[config.mk]
export PLATFORM = sky130hd
export DESIGN_NAME = bsie_exec
export DESIGN_NICKNAME = d
export VERILOG_FILES = /design/src/bsie_pkg.sv /design/src/bsie_exec.sv
export VERILOG_INCLUDE_DIRS = /design/src
export SDC_FILE = /design/constraint.sdc
export NUM_CORES = 1
export LEC_CHECK = 0
export BUFFER_PORTS_ARGS = -buffer_cell sky130_fd_sc_hd__buf_4
export CAP_MARGIN = 10
export CELL_PAD_IN_SITES_DETAIL_PLACEMENT = 0
export CELL_PAD_IN_SITES_GLOBAL_PLACEMENT = 1
export CORE_MARGIN = 5
export CORE_UTILIZATION = 25
export DETAILED_ROUTE_END_ITERATION = 10
export MAX_ROUTING_LAYER = met4
export PLACE_DENSITY = 0.44
export SLEW_MARGIN = 20
export SYNTH_ARGS = -nofsm -noshare
export SYNTH_HDL_FRONTEND = slang
export SYNTH_SLANG_ARGS = --single-unit
[constraint.sdc]
create_clock -name clk -period 6.2 [get_ports clk]
set_input_delay 0.31 -clock clk [delete_from_list [all_inputs] [get_ports clk]]
set_output_delay 0.31 -clock clk [all_outputs]
set_load 0.05 [all_outputs]
[src/bsie_defs.svh]
// constants for the bit, shift and pair inc/dec execution unit
// assumes one T state per enabled clock (200 MHz, 5 ns)
// Operation
// - pair increment, no flags, 6 T states
// - pair decrement, no flags, 6 T states
// - any pair or index register; indexed 10 T
// - set bit in register, 8 T
// - clear bit in register, 8 T
// - test register bit, zero flag, 8 T
// - test: Z inverse, H set, N reset
// - prefix then op, bit, selector fields
// - selector 110 uses pointer memory, 15 T
// - indexed: prefix, CB, displacement, op; 23 T
// - memory test reads only, sets zero flag
// - rotate right keeps S Z PV; 4 T
// - left shift opcode 00100 r, 8 T
// - left shift flags, carry from bit 7
// - right shift register, write back
// - right shift flags, carry from bit 0
`ifndef BSIE_DEFS_SVH
`define BSIE_DEFS_SVH

// ----------------------------------------
// opcodes and fields
// ----------------------------------------
`define BSIE_OP_IDX_A 8'hdd
`define BSIE_OP_IDX_B 8'hfd
`define BSIE_OP_CB 8'hcb
`define BSIE_OP_ROT_ACC 8'h1f
`define BSIE_PAIR_LOW 3'h3
`define BSIE_MEM_SEL 3'h6
`define BSIE_GRP_SHIFT 2'h0
`define BSIE_GRP_TEST 2'h1
`define BSIE_GRP_CLR 2'h2
`define BSIE_GRP_SET 2'h3
`define BSIE_SH_LEFT 3'h4
`define BSIE_SH_RIGHT 3'h5
`define BSIE_PP_PTR 2'h2

// ----------------------------------------
// flag bits and register indices
// ----------------------------------------
`define BSIE_FL_S 7
`define BSIE_FL_Z 6
`define BSIE_FL_H 4
`define BSIE_FL_PV 2
`define BSIE_FL_N 1
`define BSIE_FL_C 0
`define BSIE_RI_F 4'h6
`define BSIE_RI_A 4'h7
`define BSIE_RI_STK 4'h8
`define BSIE_RI_XA 4'ha
`define BSIE_RI_XB 4'hc
`define BSIE_RI_PCH 4'he
`define BSIE_RI_PCL 4'hf
`define BSIE_RF_RESET 8'h00

// ----------------------------------------
// instruction lengths in T states
// ----------------------------------------
`define BSIE_T_PAIR 5'd6
`define BSIE_T_PAIR_IDX 5'd10
`define BSIE_T_BIT_REG 5'd8
`define BSIE_T_BIT_PTR 5'd15
`define BSIE_T_BIT_IDX 5'd23
`define BSIE_T_ROT_ACC 5'd4
`define BSIE_T_ILLEGAL 5'd4

`endif

[src/bsie_pkg.sv]
// types for the bit, shift and pair inc/dec execution unit
// constants live in bsie_defs.svh
package bsie_pkg;

  typedef struct packed {
    logic rd;
    logic wr;
    logic [15:0] addr;
    logic [7:0] wdata;
  } bsie_mem_req_type;

  typedef enum logic [2:0] {ST_IDLE, ST_RD, ST_BYTE, ST_WR, ST_WAIT} bsie_state_type;

  typedef enum logic [3:0] {
    K_NONE, K_PFX_IDX, K_PFX_CB, K_DISP, K_CB_REG, K_CB_MEM, K_OPERAND, K_INCDEC, K_ROT_ACC, K_ILL
  } bsie_kind_type;

endpackage

[src/bsie_exec.sv]
// execution unit: pair inc/dec, bit set/clear/test, shifts, rotate acc right
// assumes program/data memory on the same clock, read data one cycle after rd
//
// The address-and-strobe port and the register addresses were left to the implementer.
`timescale 1ns/1ps
`include "bsie_defs.svh"

module bsie_exec (
  input wire logic clk,
  input wire logic reset,
  input wire logic ce,
  input wire logic run,
  output bsie_pkg::bsie_mem_req_type mem_req,
  input wire logic [7:0] mem_rdata,
  input wire logic [3:0] reg_addr,
  input wire logic [7:0] reg_wdata,
  input wire logic reg_wr,
  input wire logic reg_rd,
  output logic [7:0] reg_rdata,
  output logic instr_done,
  output logic illegal_op,
  output logic busy,
  output logic [7:0] flags
);

  // ----------------------------------------
  // functions
  // ----------------------------------------
  function automatic logic parity_even(input logic [7:0] v);
    parity_even = ~(^v);
  endfunction

  // returns {result, flags}
  function automatic logic [15:0] cb_alu(input logic [7:0] op, input logic [7:0] d, input logic [7:0] f);
    logic [7:0] r;
    logic [7:0] nf;
    r = d;
    nf = f;
    case (op[7:6])
      `BSIE_GRP_TEST: begin
        nf[`BSIE_FL_Z] = ~d[op[5:3]];
        nf[`BSIE_FL_H] = 1'b1;
        nf[`BSIE_FL_N] = 1'b0;
      end
      `BSIE_GRP_CLR: r = d & ~(8'h01 << op[5:3]);
      `BSIE_GRP_SET: r = d | (8'h01 << op[5:3]);
      default: begin
        if (op[5:3] == `BSIE_SH_LEFT) begin
          r = {d[6:0], 1'b0};
          nf[`BSIE_FL_C] = d[7];
        end else begin
          r = {d[7], d[7:1]};
          nf[`BSIE_FL_C] = d[0];
        end
        nf[`BSIE_FL_S] = r[7];
        nf[`BSIE_FL_Z] = (r == 8'h00);
        nf[`BSIE_FL_PV] = parity_even(r);
        nf[`BSIE_FL_H] = 1'b0;
        nf[`BSIE_FL_N] = 1'b0;
      end
    endcase
    cb_alu = {r, nf};
  endfunction

  // ----------------------------------------
  // state
  // ----------------------------------------
  logic [7:0] rf_q [0:13];
  logic [15:0] pc_q;
  logic [15:0] addr_q;
  logic [7:0] wdata_q;
  logic [7:0] op_q;
  logic [7:0] disp_q;
  logic idx_q;
  logic sel_q;
  logic cb_q;
  logic dgot_q;
  logic oper_q;
  logic ill_pend_q;
  logic [4:0] tcnt_q;
  logic [4:0] tot_q;
  logic done_q;
  logic ill_q;
  bsie_pkg::bsie_state_type state_q;
  bsie_pkg::bsie_kind_type kind;

  logic [7:0] b;
  logic [15:0] ptr_w;
  logic [15:0] xr_w;
  logic [15:0] ea_w;
  assign b = mem_rdata;
  assign ptr_w = {rf_q[4], rf_q[5]};
  assign xr_w = sel_q ? {rf_q[`BSIE_RI_XB], rf_q[`BSIE_RI_XB + 4'h1]} : {rf_q[`BSIE_RI_XA], rf_q[`BSIE_RI_XA + 4'h1]};
  assign ea_w = idx_q ? xr_w + {{8{disp_q[7]}}, disp_q} : ptr_w;

  // ----------------------------------------
  // decode of the byte arriving from memory
  // ----------------------------------------
  always_comb begin
    kind = bsie_pkg::K_NONE;
    if (state_q == bsie_pkg::ST_BYTE) begin
      if (oper_q) begin
        kind = bsie_pkg::K_OPERAND;
      end else if (cb_q) begin
        if (idx_q && !dgot_q) begin
          kind = bsie_pkg::K_DISP;
        end else if (b[2:0] == `BSIE_MEM_SEL) begin
          // memory forms of the shifts are not handled here
          kind = (b[7:6] == `BSIE_GRP_SHIFT) ? bsie_pkg::K_ILL : bsie_pkg::K_CB_MEM;
        end else if (idx_q || (b[7:6] == `BSIE_GRP_SHIFT && b[5:3] != `BSIE_SH_LEFT && b[5:3] != `BSIE_SH_RIGHT)) begin
          kind = bsie_pkg::K_ILL;
        end else begin
          kind = bsie_pkg::K_CB_REG;
        end
      end else if ((b == `BSIE_OP_IDX_A || b == `BSIE_OP_IDX_B) && !idx_q) begin
        kind = bsie_pkg::K_PFX_IDX;
      end else if (b == `BSIE_OP_CB) begin
        kind = bsie_pkg::K_PFX_CB;
      end else if (b == `BSIE_OP_ROT_ACC && !idx_q) begin
        kind = bsie_pkg::K_ROT_ACC;
      end else if (b[7:6] == 2'h0 && b[2:0] == `BSIE_PAIR_LOW && (!idx_q || b[5:4] == `BSIE_PP_PTR)) begin
        kind = bsie_pkg::K_INCDEC;
      end else begin
        kind = bsie_pkg::K_ILL;
      end
    end
  end

  // ----------------------------------------
  // execute: register file write requests
  // ----------------------------------------
  logic [7:0] alu_op;
  logic [7:0] alu_in;
  logic [15:0] alu;
  logic [3:0] ph;
  logic [15:0] p16;
  logic [15:0] pn;
  logic we8;
  logic [3:0] i8;
  logic [7:0] v8;
  logic wep;
  logic wef;
  logic [7:0] fv;

  always_comb begin
    alu_op = (kind == bsie_pkg::K_OPERAND) ? op_q : b;
    alu_in = (kind == bsie_pkg::K_OPERAND) ? mem_rdata : rf_q[{1'b0, b[2:0]}];
    alu = cb_alu(alu_op, alu_in, rf_q[`BSIE_RI_F]);
    case (b[5:4])
      2'h0: ph = 4'h0;
      2'h1: ph = 4'h2;
      2'h2: ph = idx_q ? (sel_q ? `BSIE_RI_XB : `BSIE_RI_XA) : 4'h4;
      default: ph = `BSIE_RI_STK;
    endcase
    p16 = {rf_q[ph], rf_q[ph + 4'h1]};
    pn = b[3] ? p16 - 16'h0001 : p16 + 16'h0001;
    we8 = 1'b0;
    i8 = {1'b0, b[2:0]};
    v8 = alu[15:8];
    wep = 1'b0;
    wef = 1'b0;
    fv = alu[7:0];
    case (kind)
      bsie_pkg::K_CB_REG: begin
        we8 = (b[7:6] != `BSIE_GRP_TEST);
        wef = 1'b1;
      end
      bsie_pkg::K_OPERAND: wef = (op_q[7:6] == `BSIE_GRP_TEST);
      bsie_pkg::K_INCDEC: wep = 1'b1;
      bsie_pkg::K_ROT_ACC: begin
        we8 = 1'b1;
        i8 = `BSIE_RI_A;
        v8 = {rf_q[`BSIE_RI_F][`BSIE_FL_C], rf_q[`BSIE_RI_A][7:1]};
        wef = 1'b1;
        fv = rf_q[`BSIE_RI_F];
        fv[`BSIE_FL_C] = rf_q[`BSIE_RI_A][0];
        fv[`BSIE_FL_H] = 1'b0;
        fv[`BSIE_FL_N] = 1'b0;
      end
      default: ;
    endcase
  end

  // ----------------------------------------
  // register file
  // ----------------------------------------
  // execution writes land after the software write, so they win a collision
  always_ff @(posedge clk) begin
    if (reset) begin
      for (int i = 0; i < 14; i++) begin
        rf_q[i] <= `BSIE_RF_RESET;
      end
    end else if (ce) begin
      if (reg_wr && reg_addr < `BSIE_RI_PCH) begin
        rf_q[reg_addr] <= reg_wdata;
      end
      if (we8) begin
        rf_q[i8] <= v8;
      end
      if (wep) begin
        rf_q[ph] <= pn[15:8];
        rf_q[ph + 4'h1] <= pn[7:0];
      end
      if (wef) begin
        rf_q[`BSIE_RI_F] <= fv;
      end
    end
  end

  // ----------------------------------------
  // sequencer
  // ----------------------------------------
  always_ff @(posedge clk) begin
    if (reset) begin
      state_q <= bsie_pkg::ST_IDLE;
      pc_q <= 16'h0000;
      addr_q <= 16'h0000;
      wdata_q <= 8'h00;
      op_q <= 8'h00;
      disp_q <= 8'h00;
      idx_q <= 1'b0;
      sel_q <= 1'b0;
      cb_q <= 1'b0;
      dgot_q <= 1'b0;
      oper_q <= 1'b0;
      ill_pend_q <= 1'b0;
      tcnt_q <= 5'd0;
      tot_q <= `BSIE_T_ILLEGAL;
      done_q <= 1'b0;
      ill_q <= 1'b0;
    end else if (ce) begin
      done_q <= 1'b0;
      ill_q <= 1'b0;
      if (reg_wr && reg_addr == `BSIE_RI_PCH) begin
        pc_q[15:8] <= reg_wdata;
      end
      if (reg_wr && reg_addr == `BSIE_RI_PCL) begin
        pc_q[7:0] <= reg_wdata;
      end
      if (tcnt_q != 5'd31) begin
        tcnt_q <= tcnt_q + 5'd1;
      end
      case (state_q)
        bsie_pkg::ST_IDLE: begin
          if (run) begin
            addr_q <= pc_q;
            pc_q <= pc_q + 16'h0001;
            tcnt_q <= 5'd0;
            {idx_q, cb_q, dgot_q, oper_q} <= 4'h0;
            state_q <= bsie_pkg::ST_RD;
          end
        end
        bsie_pkg::ST_RD: state_q <= bsie_pkg::ST_BYTE;
        bsie_pkg::ST_BYTE: begin
          state_q <= bsie_pkg::ST_WAIT;
          case (kind)
            bsie_pkg::K_PFX_IDX: begin
              idx_q <= 1'b1;
              sel_q <= b[5];
            end
            bsie_pkg::K_PFX_CB: cb_q <= 1'b1;
            bsie_pkg::K_DISP: begin
              disp_q <= b;
              dgot_q <= 1'b1;
            end
            bsie_pkg::K_CB_MEM: begin
              op_q <= b;
              oper_q <= 1'b1;
              addr_q <= ea_w;
              tot_q <= idx_q ? `BSIE_T_BIT_IDX : `BSIE_T_BIT_PTR;
              state_q <= bsie_pkg::ST_RD;
            end
            bsie_pkg::K_OPERAND: begin
              if (op_q[7:6] != `BSIE_GRP_TEST) begin
                wdata_q <= alu[15:8];
                state_q <= bsie_pkg::ST_WR;
              end
            end
            bsie_pkg::K_CB_REG: tot_q <= `BSIE_T_BIT_REG;
            bsie_pkg::K_INCDEC: tot_q <= idx_q ? `BSIE_T_PAIR_IDX : `BSIE_T_PAIR;
            bsie_pkg::K_ROT_ACC: tot_q <= `BSIE_T_ROT_ACC;
            default: begin
              tot_q <= `BSIE_T_ILLEGAL;
              ill_pend_q <= 1'b1;
            end
          endcase
          if (kind == bsie_pkg::K_PFX_IDX || kind == bsie_pkg::K_PFX_CB || kind == bsie_pkg::K_DISP) begin
            addr_q <= pc_q;
            pc_q <= pc_q + 16'h0001;
            state_q <= bsie_pkg::ST_RD;
          end
        end
        bsie_pkg::ST_WR: state_q <= bsie_pkg::ST_WAIT;
        bsie_pkg::ST_WAIT: begin
          // pad to the documented length; >= covers illegal bytes after long prefixes
          if (tcnt_q >= tot_q - 5'd1) begin
            done_q <= 1'b1;
            ill_q <= ill_pend_q;
            ill_pend_q <= 1'b0;
            if (run) begin
              addr_q <= pc_q;
              pc_q <= pc_q + 16'h0001;
              tcnt_q <= 5'd0;
              {idx_q, cb_q, dgot_q, oper_q} <= 4'h0;
              state_q <= bsie_pkg::ST_RD;
            end else begin
              state_q <= bsie_pkg::ST_IDLE;
            end
          end
        end
        default: state_q <= bsie_pkg::ST_IDLE;
      endcase
    end
  end

  // ----------------------------------------
  // software read port
  // ----------------------------------------
  always_ff @(posedge clk) begin
    if (reset) begin
      reg_rdata <= 8'h00;
    end else if (ce && reg_rd) begin
      if (reg_addr == `BSIE_RI_PCH) begin
        reg_rdata <= pc_q[15:8];
      end else if (reg_addr == `BSIE_RI_PCL) begin
        reg_rdata <= pc_q[7:0];
      end else begin
        reg_rdata <= rf_q[reg_addr];
      end
    end
  end

  // one driver for the whole request word
  assign mem_req = {state_q == bsie_pkg::ST_RD, state_q == bsie_pkg::ST_WR, addr_q, wdata_q};
  assign instr_done = done_q;
  assign illegal_op = ill_q;
  assign busy = (state_q != bsie_pkg::ST_IDLE);
  assign flags = rf_q[`BSIE_RI_F];

endmodule // bsie_exec

=== Word-level counts from Yosys, hierarchy flattened ===
Memory sizes are Yosys's and may differ from the RTL's.
Cells that the tools add are included.

* Input bits: 26
* Bits in latches: 0
* Output and inout bits: 45
* Register bits: 85
* ROM bits: 0
* RAM bits: 112
* Logic and storage cells: 245
* Memories kept: 1

* Shifts and indexed selects: 1
* Eq/ne operators: 41
* Bitwise gates (word level): 10
* Magnitude comparators: 3
* Multipliers: 0
* Reduce and logical (&&, ||, !) cells: 47
* Muxes and demuxes: 118
* Add/sub/neg operators: 7
* Divide/modulo/power cells: 0

{| class="wikitable"
|+ Memory list
! memory !! depth !! bits a word !! read ports !! clocked after memory_dff !! write ports !! RTL line !! RTL
|-
| rf_q || 14 || 8 || 12 || 0 || 14 || bsie_exec.sv:68 || <nowiki>logic [7:0] rf_q [0:13];</nowiki>
|}

{| class="wikitable"
|+ Operators by type and width
! cell !! count
|-
| $mux 16 || 10
|-
| $mux 8 || 15
|-
| $pmux 16 s3 || 2
|-
| $mux 4 || 17
|-
| $mux 1 || 48
|-
| $reduce_or 8->1 || 5
|-
| $add 16x1->16 const B || 2
|-
| $reduce_and 4->1 || 7
|-
| $eq 8x8->1 const B || 3
|-
| $pmux 8 s3 || 1
|-
| $mux 5 || 4
|-
| $pmux 5 s4 || 1
|-
| $mux 3 || 6
|-
| $add 16x16->16 || 1
|-
| $eq 4x3->1 const B || 4
|-
| $eq 4x4->1 const B || 4
|-
| $sub 16x1->16 const B || 1
|-
| $pmux 3 s5 || 1
|-
| $reduce_and 3->1 || 5
|-
| $ne 2x1->1 const B || 6
|-
| $pmux 1 s3 || 4
|-
| $pmux 4 s3 || 1
|-
| $logic_and 1x1->1 || 11
|-
| $pmux 1 s2 || 5
|-
| other kinds (39) || 63
|}

=== Logic depth before layout (Yosys ltp) ===
* Word-level depth: 22
* Depth in mapped cells: 19

=== Worst setup path after synthesis ===
No wires, ideal clock.

* Kind: input to register
* Start: in mem_rdata[5]
* End: mem rf_q[1][2] (data pin)
* Data required time: 5.944 ns
* Arrival: 4.249 ns
* Cell stages on the path: 17
* Buffers on the path: 3
* Slack: 1.694 ns
* Path through: clkbuf_1 > inv_1 > clkbuf_1 > a21oi_1 > clkbuf_1 > mux2i_1 > a21oi_1 > ha_1 > nor2b_1 > o21ai_0 > a21oi_1 > o221a_2 > a21o_1 > a311oi_1 > mux2_2 > o21ai_0 > a22o_1

{| class="wikitable"
|+ RTL lines
! item !! RTL line !! RTL
|-
| start: declaration || bsie_exec.sv:14 || <nowiki>input wire logic [7:0] mem_rdata,</nowiki>
|-
| end: declaration || bsie_exec.sv:68 ||
|}

==> run summary <==
Critical path capture point type - register
Final HPWL DP - 55.3 mm
Flops & latches, synth - 198
Post-synthesis cell count - 1662
Worst-Skew Late Latency - 500 ps
Worst slew margin - 28.5%
IO Port Bufs - 70
Ys flop type - edfxtp_1
Mux cell area share after synthesis - 12.7%
Leading area contributor after synthesis - edfxtp_1
Pwr/cell area - 215 nW/um2
Largest family of logic cells by synthesized area - compound AO/OA/AOI/OAI gates
Clock Tree Root - clkbuf_16
Leakage - 5.89 nW
P_sw - 1.25 mW
DRC - 0
Initial antenna violation count - 1
RSZ-0062 raised after global routing - no
Worst path cell trace - nand2b_1, nor2_1, a21oi_2, buf_4, mux2i_1, a2111oi_0, inv_1, fa_1, nor2b_1, o21ai_0, a21oi_1, o221a_2, a21boi_0, xnor2_1, mux2_2, o21ai_0, a22o_1
Total of max-cap violations - 0
Final period util - 83.5%
Clock network fraction of design power - 34.9%
Minimum clock period - 5180 ps
Total wire length - 74.3 mm
Crit path max fanout - 15
Synth-to-Final Area Change - 13.1%
CTS Hold Bufs - 0
CP dominant cell by count - o21ai_0
Clock slew at reported path FFs - 80 ps
Slowest cell on crit path - a2111oi_0
Top-count cell post-synth - nor2_1
Global-route wire length before repair - 104 mm
GPL Wtd Cong - 0.926
Initial Utilization - 25.1%
Fin Setup TNS - 0 ps
I/O pin total - 71
Max incr delay on CP - 780 ps
Final Skew - 13.6 ps
Pre-antenna DRT Iters - 5
Core area - 58800 um2
Switch share - 34.8%
Post-synthesis cell area - 14800 um2
Ys Warns - 0
Worst-margin pin slew - 1070 ps
Largest net degree at the start of global routing - 59
Synth top area share - 23.6%
Critical path class - reg2reg
TritonCTS buffer count - 17
Clock Sinks - 198
Site row count - 89
Die area - 64100 um2
Logic gate share of total power - 23.0%
Final nets - 1730
CTS tree - yes
Worst EP required - 6460 ps
R2R depth - 17
Die width - 253 um
Yosys cell types - 97
EDFF count, synth - 116
Slew Limit Fails - 0
Setup Buffers After CTS - 0
Status - completed
Layout cell share with drive strength beyond 1 - 15.8%
Routed wire per std cell - 30.3 um
Adder-cell share of the synthesized area - 3.66%
Placed cell area - 16100 um2
Buffers & Inverters on Critical Path - 2
FFs w/ async S/R, synth - 0%
Internal - 2.35 mW
Vias in the first global route - 13500
Top post-synthesis cells by count - nor2_1, nand2_1, o21ai_0
Vias per cell - 5.79
Placed cells - 2416
Family with the most delay on the worst path - compound AO/OA/AOI/OAI gates
Post-Synth Simple-Gate Area - 18.6%
Maximum vdd drop - 0.239 mV
WHS Path Cells - 3
Maximum achievable frequency - 0.193 GHz
1st-iter DRT viols - 1225
CP arrival - 5440 ps
Worst setup margin - 1020 ps
DR vias - 14200
Worst min path class - in2reg
Sequential area share after synthesis - 34.7%
Final Hold Fails - 0
Grt total ovfl - 0
Clock Path Buffers - 2
CTS resizes - 0
Total power - 3.60 mW
Cell types occupying the most area after synthesis - edfxtp_1, dfxtp_1, mux4_2, mux2i_1, o21ai_0
Critical Path Stages - 17
Hold Slack - 160 ps
Sequential power share - 42.1%
Die Span Y - 253 um
Crit start category - register
Fin util - 28.4%
Place WS - 937 ps
Antenna Nets Post-Route - 0
Synth Area in XOR/XNOR - 2.07%
Setup violators final - 0
Post-route cell area - 16700 um2
All-layer global routing usage - 23.3%
Cell Count, Final, Fillers Out - 2450
Synth Area in Compound Gates - 23.3%
H-tree depth - 4
Syn Area/Cell - 8.90 um2
==> cell families (layout without fill, tap and decap cells) <==
family / after synthesis / in the layout
DFF: 198 / 198
and+or+nand+nor: 566 / 566
xor gates and xnor gates: 35 / 35
buffers and inverters: 178 / 188
muxes: 131 / 131
adders and majority gates: 42 / 42
other: 1 / 6
AOI/OAI and AO/OA: 511 / 511
==> path summary, 6_finish.rpt <==
| check | startpoint | to | slack, ps |
|---|---|---|---|
| worst min register to register | addr_q[4] | addr_q[4] | 470 |
| worst max register to register | idx_q | rf_q[1][4] | 1020 |
| worst max-delay path | idx_q | rf_q[1][4] | 1020 |
| worst min-delay path | mem_rdata[4] | op_q[4] | 160 |
==> cell type report <==
class                      count  area, um2
fill                        6364      42100
clock buffer                  17        425
inverter                      40        150
tap                          773        967
antenna                        2       5.00
clock inverter                15        193
timing repair buffer         116        868
multi-input combinational   1289       8990
sequential                   198       5120
==> power groups by stage <==
stage / combinational (mW) / clock [mW] / sequential, mW
global route: 0.878 / 1.33 / 1.52
finish: 0.829 / 1.26 / 1.51
CTS: 0.823 / 1.29 / 1.51
global placement: 0.824 / 0 / 1.54
floorplan: 0.469 / 0 / 1.53
detailed placement: 0.819 / 0 / 1.54
==> per-layer routing <==
metal	global-route usage (%)	up-vias	share of wire (%)
li1	-	6331	-
met1	31.7	7137	45
met2	34.7	585	45
met3	4.43	122	6.7
met4	8.19	0	3.7
met5	-	-	0
==> flip-flops by register name, indices dropped and copies added (netlist names), 3 cells and up <==
name       flops
pc_q          16
reg_rdata      8
rf_q         116
tcnt_q         5
op_q           5
wdata_q        8
tot_q          5
state_q        3
addr_q        16
disp_q         8
==> worst min-delay path, cell delays in order <==
cell and delay (ps):
buf_4 150, mux2i_1 90, nor2_1 70
==> cells in the final DEF (no fill, tap or decap), types with 17 or more instances in the layout <==
cell	Yosys	final
nand2_1	134	134
nor2_1	162	160
dfxtp_1	82	82
or3_1	17	17
mux2_2	22	22
inv_1	39	39
mux4_2	43	43
nand3_1	107	107
o22ai_1	24	24
clkbuf_16	0	17
ha_1	40	40
edfxtp_1	116	116
a221oi_1	20	20
nand2b_1	17	17
buf_4	5	115
o21ai_0	126	126
xnor2_1	23	23
a211oi_1	53	52
nor3_1	29	27
a21oi_1	91	90
mux2i_1	66	66
o21ai_1	17	17
(Power assumes the default switching activity.)
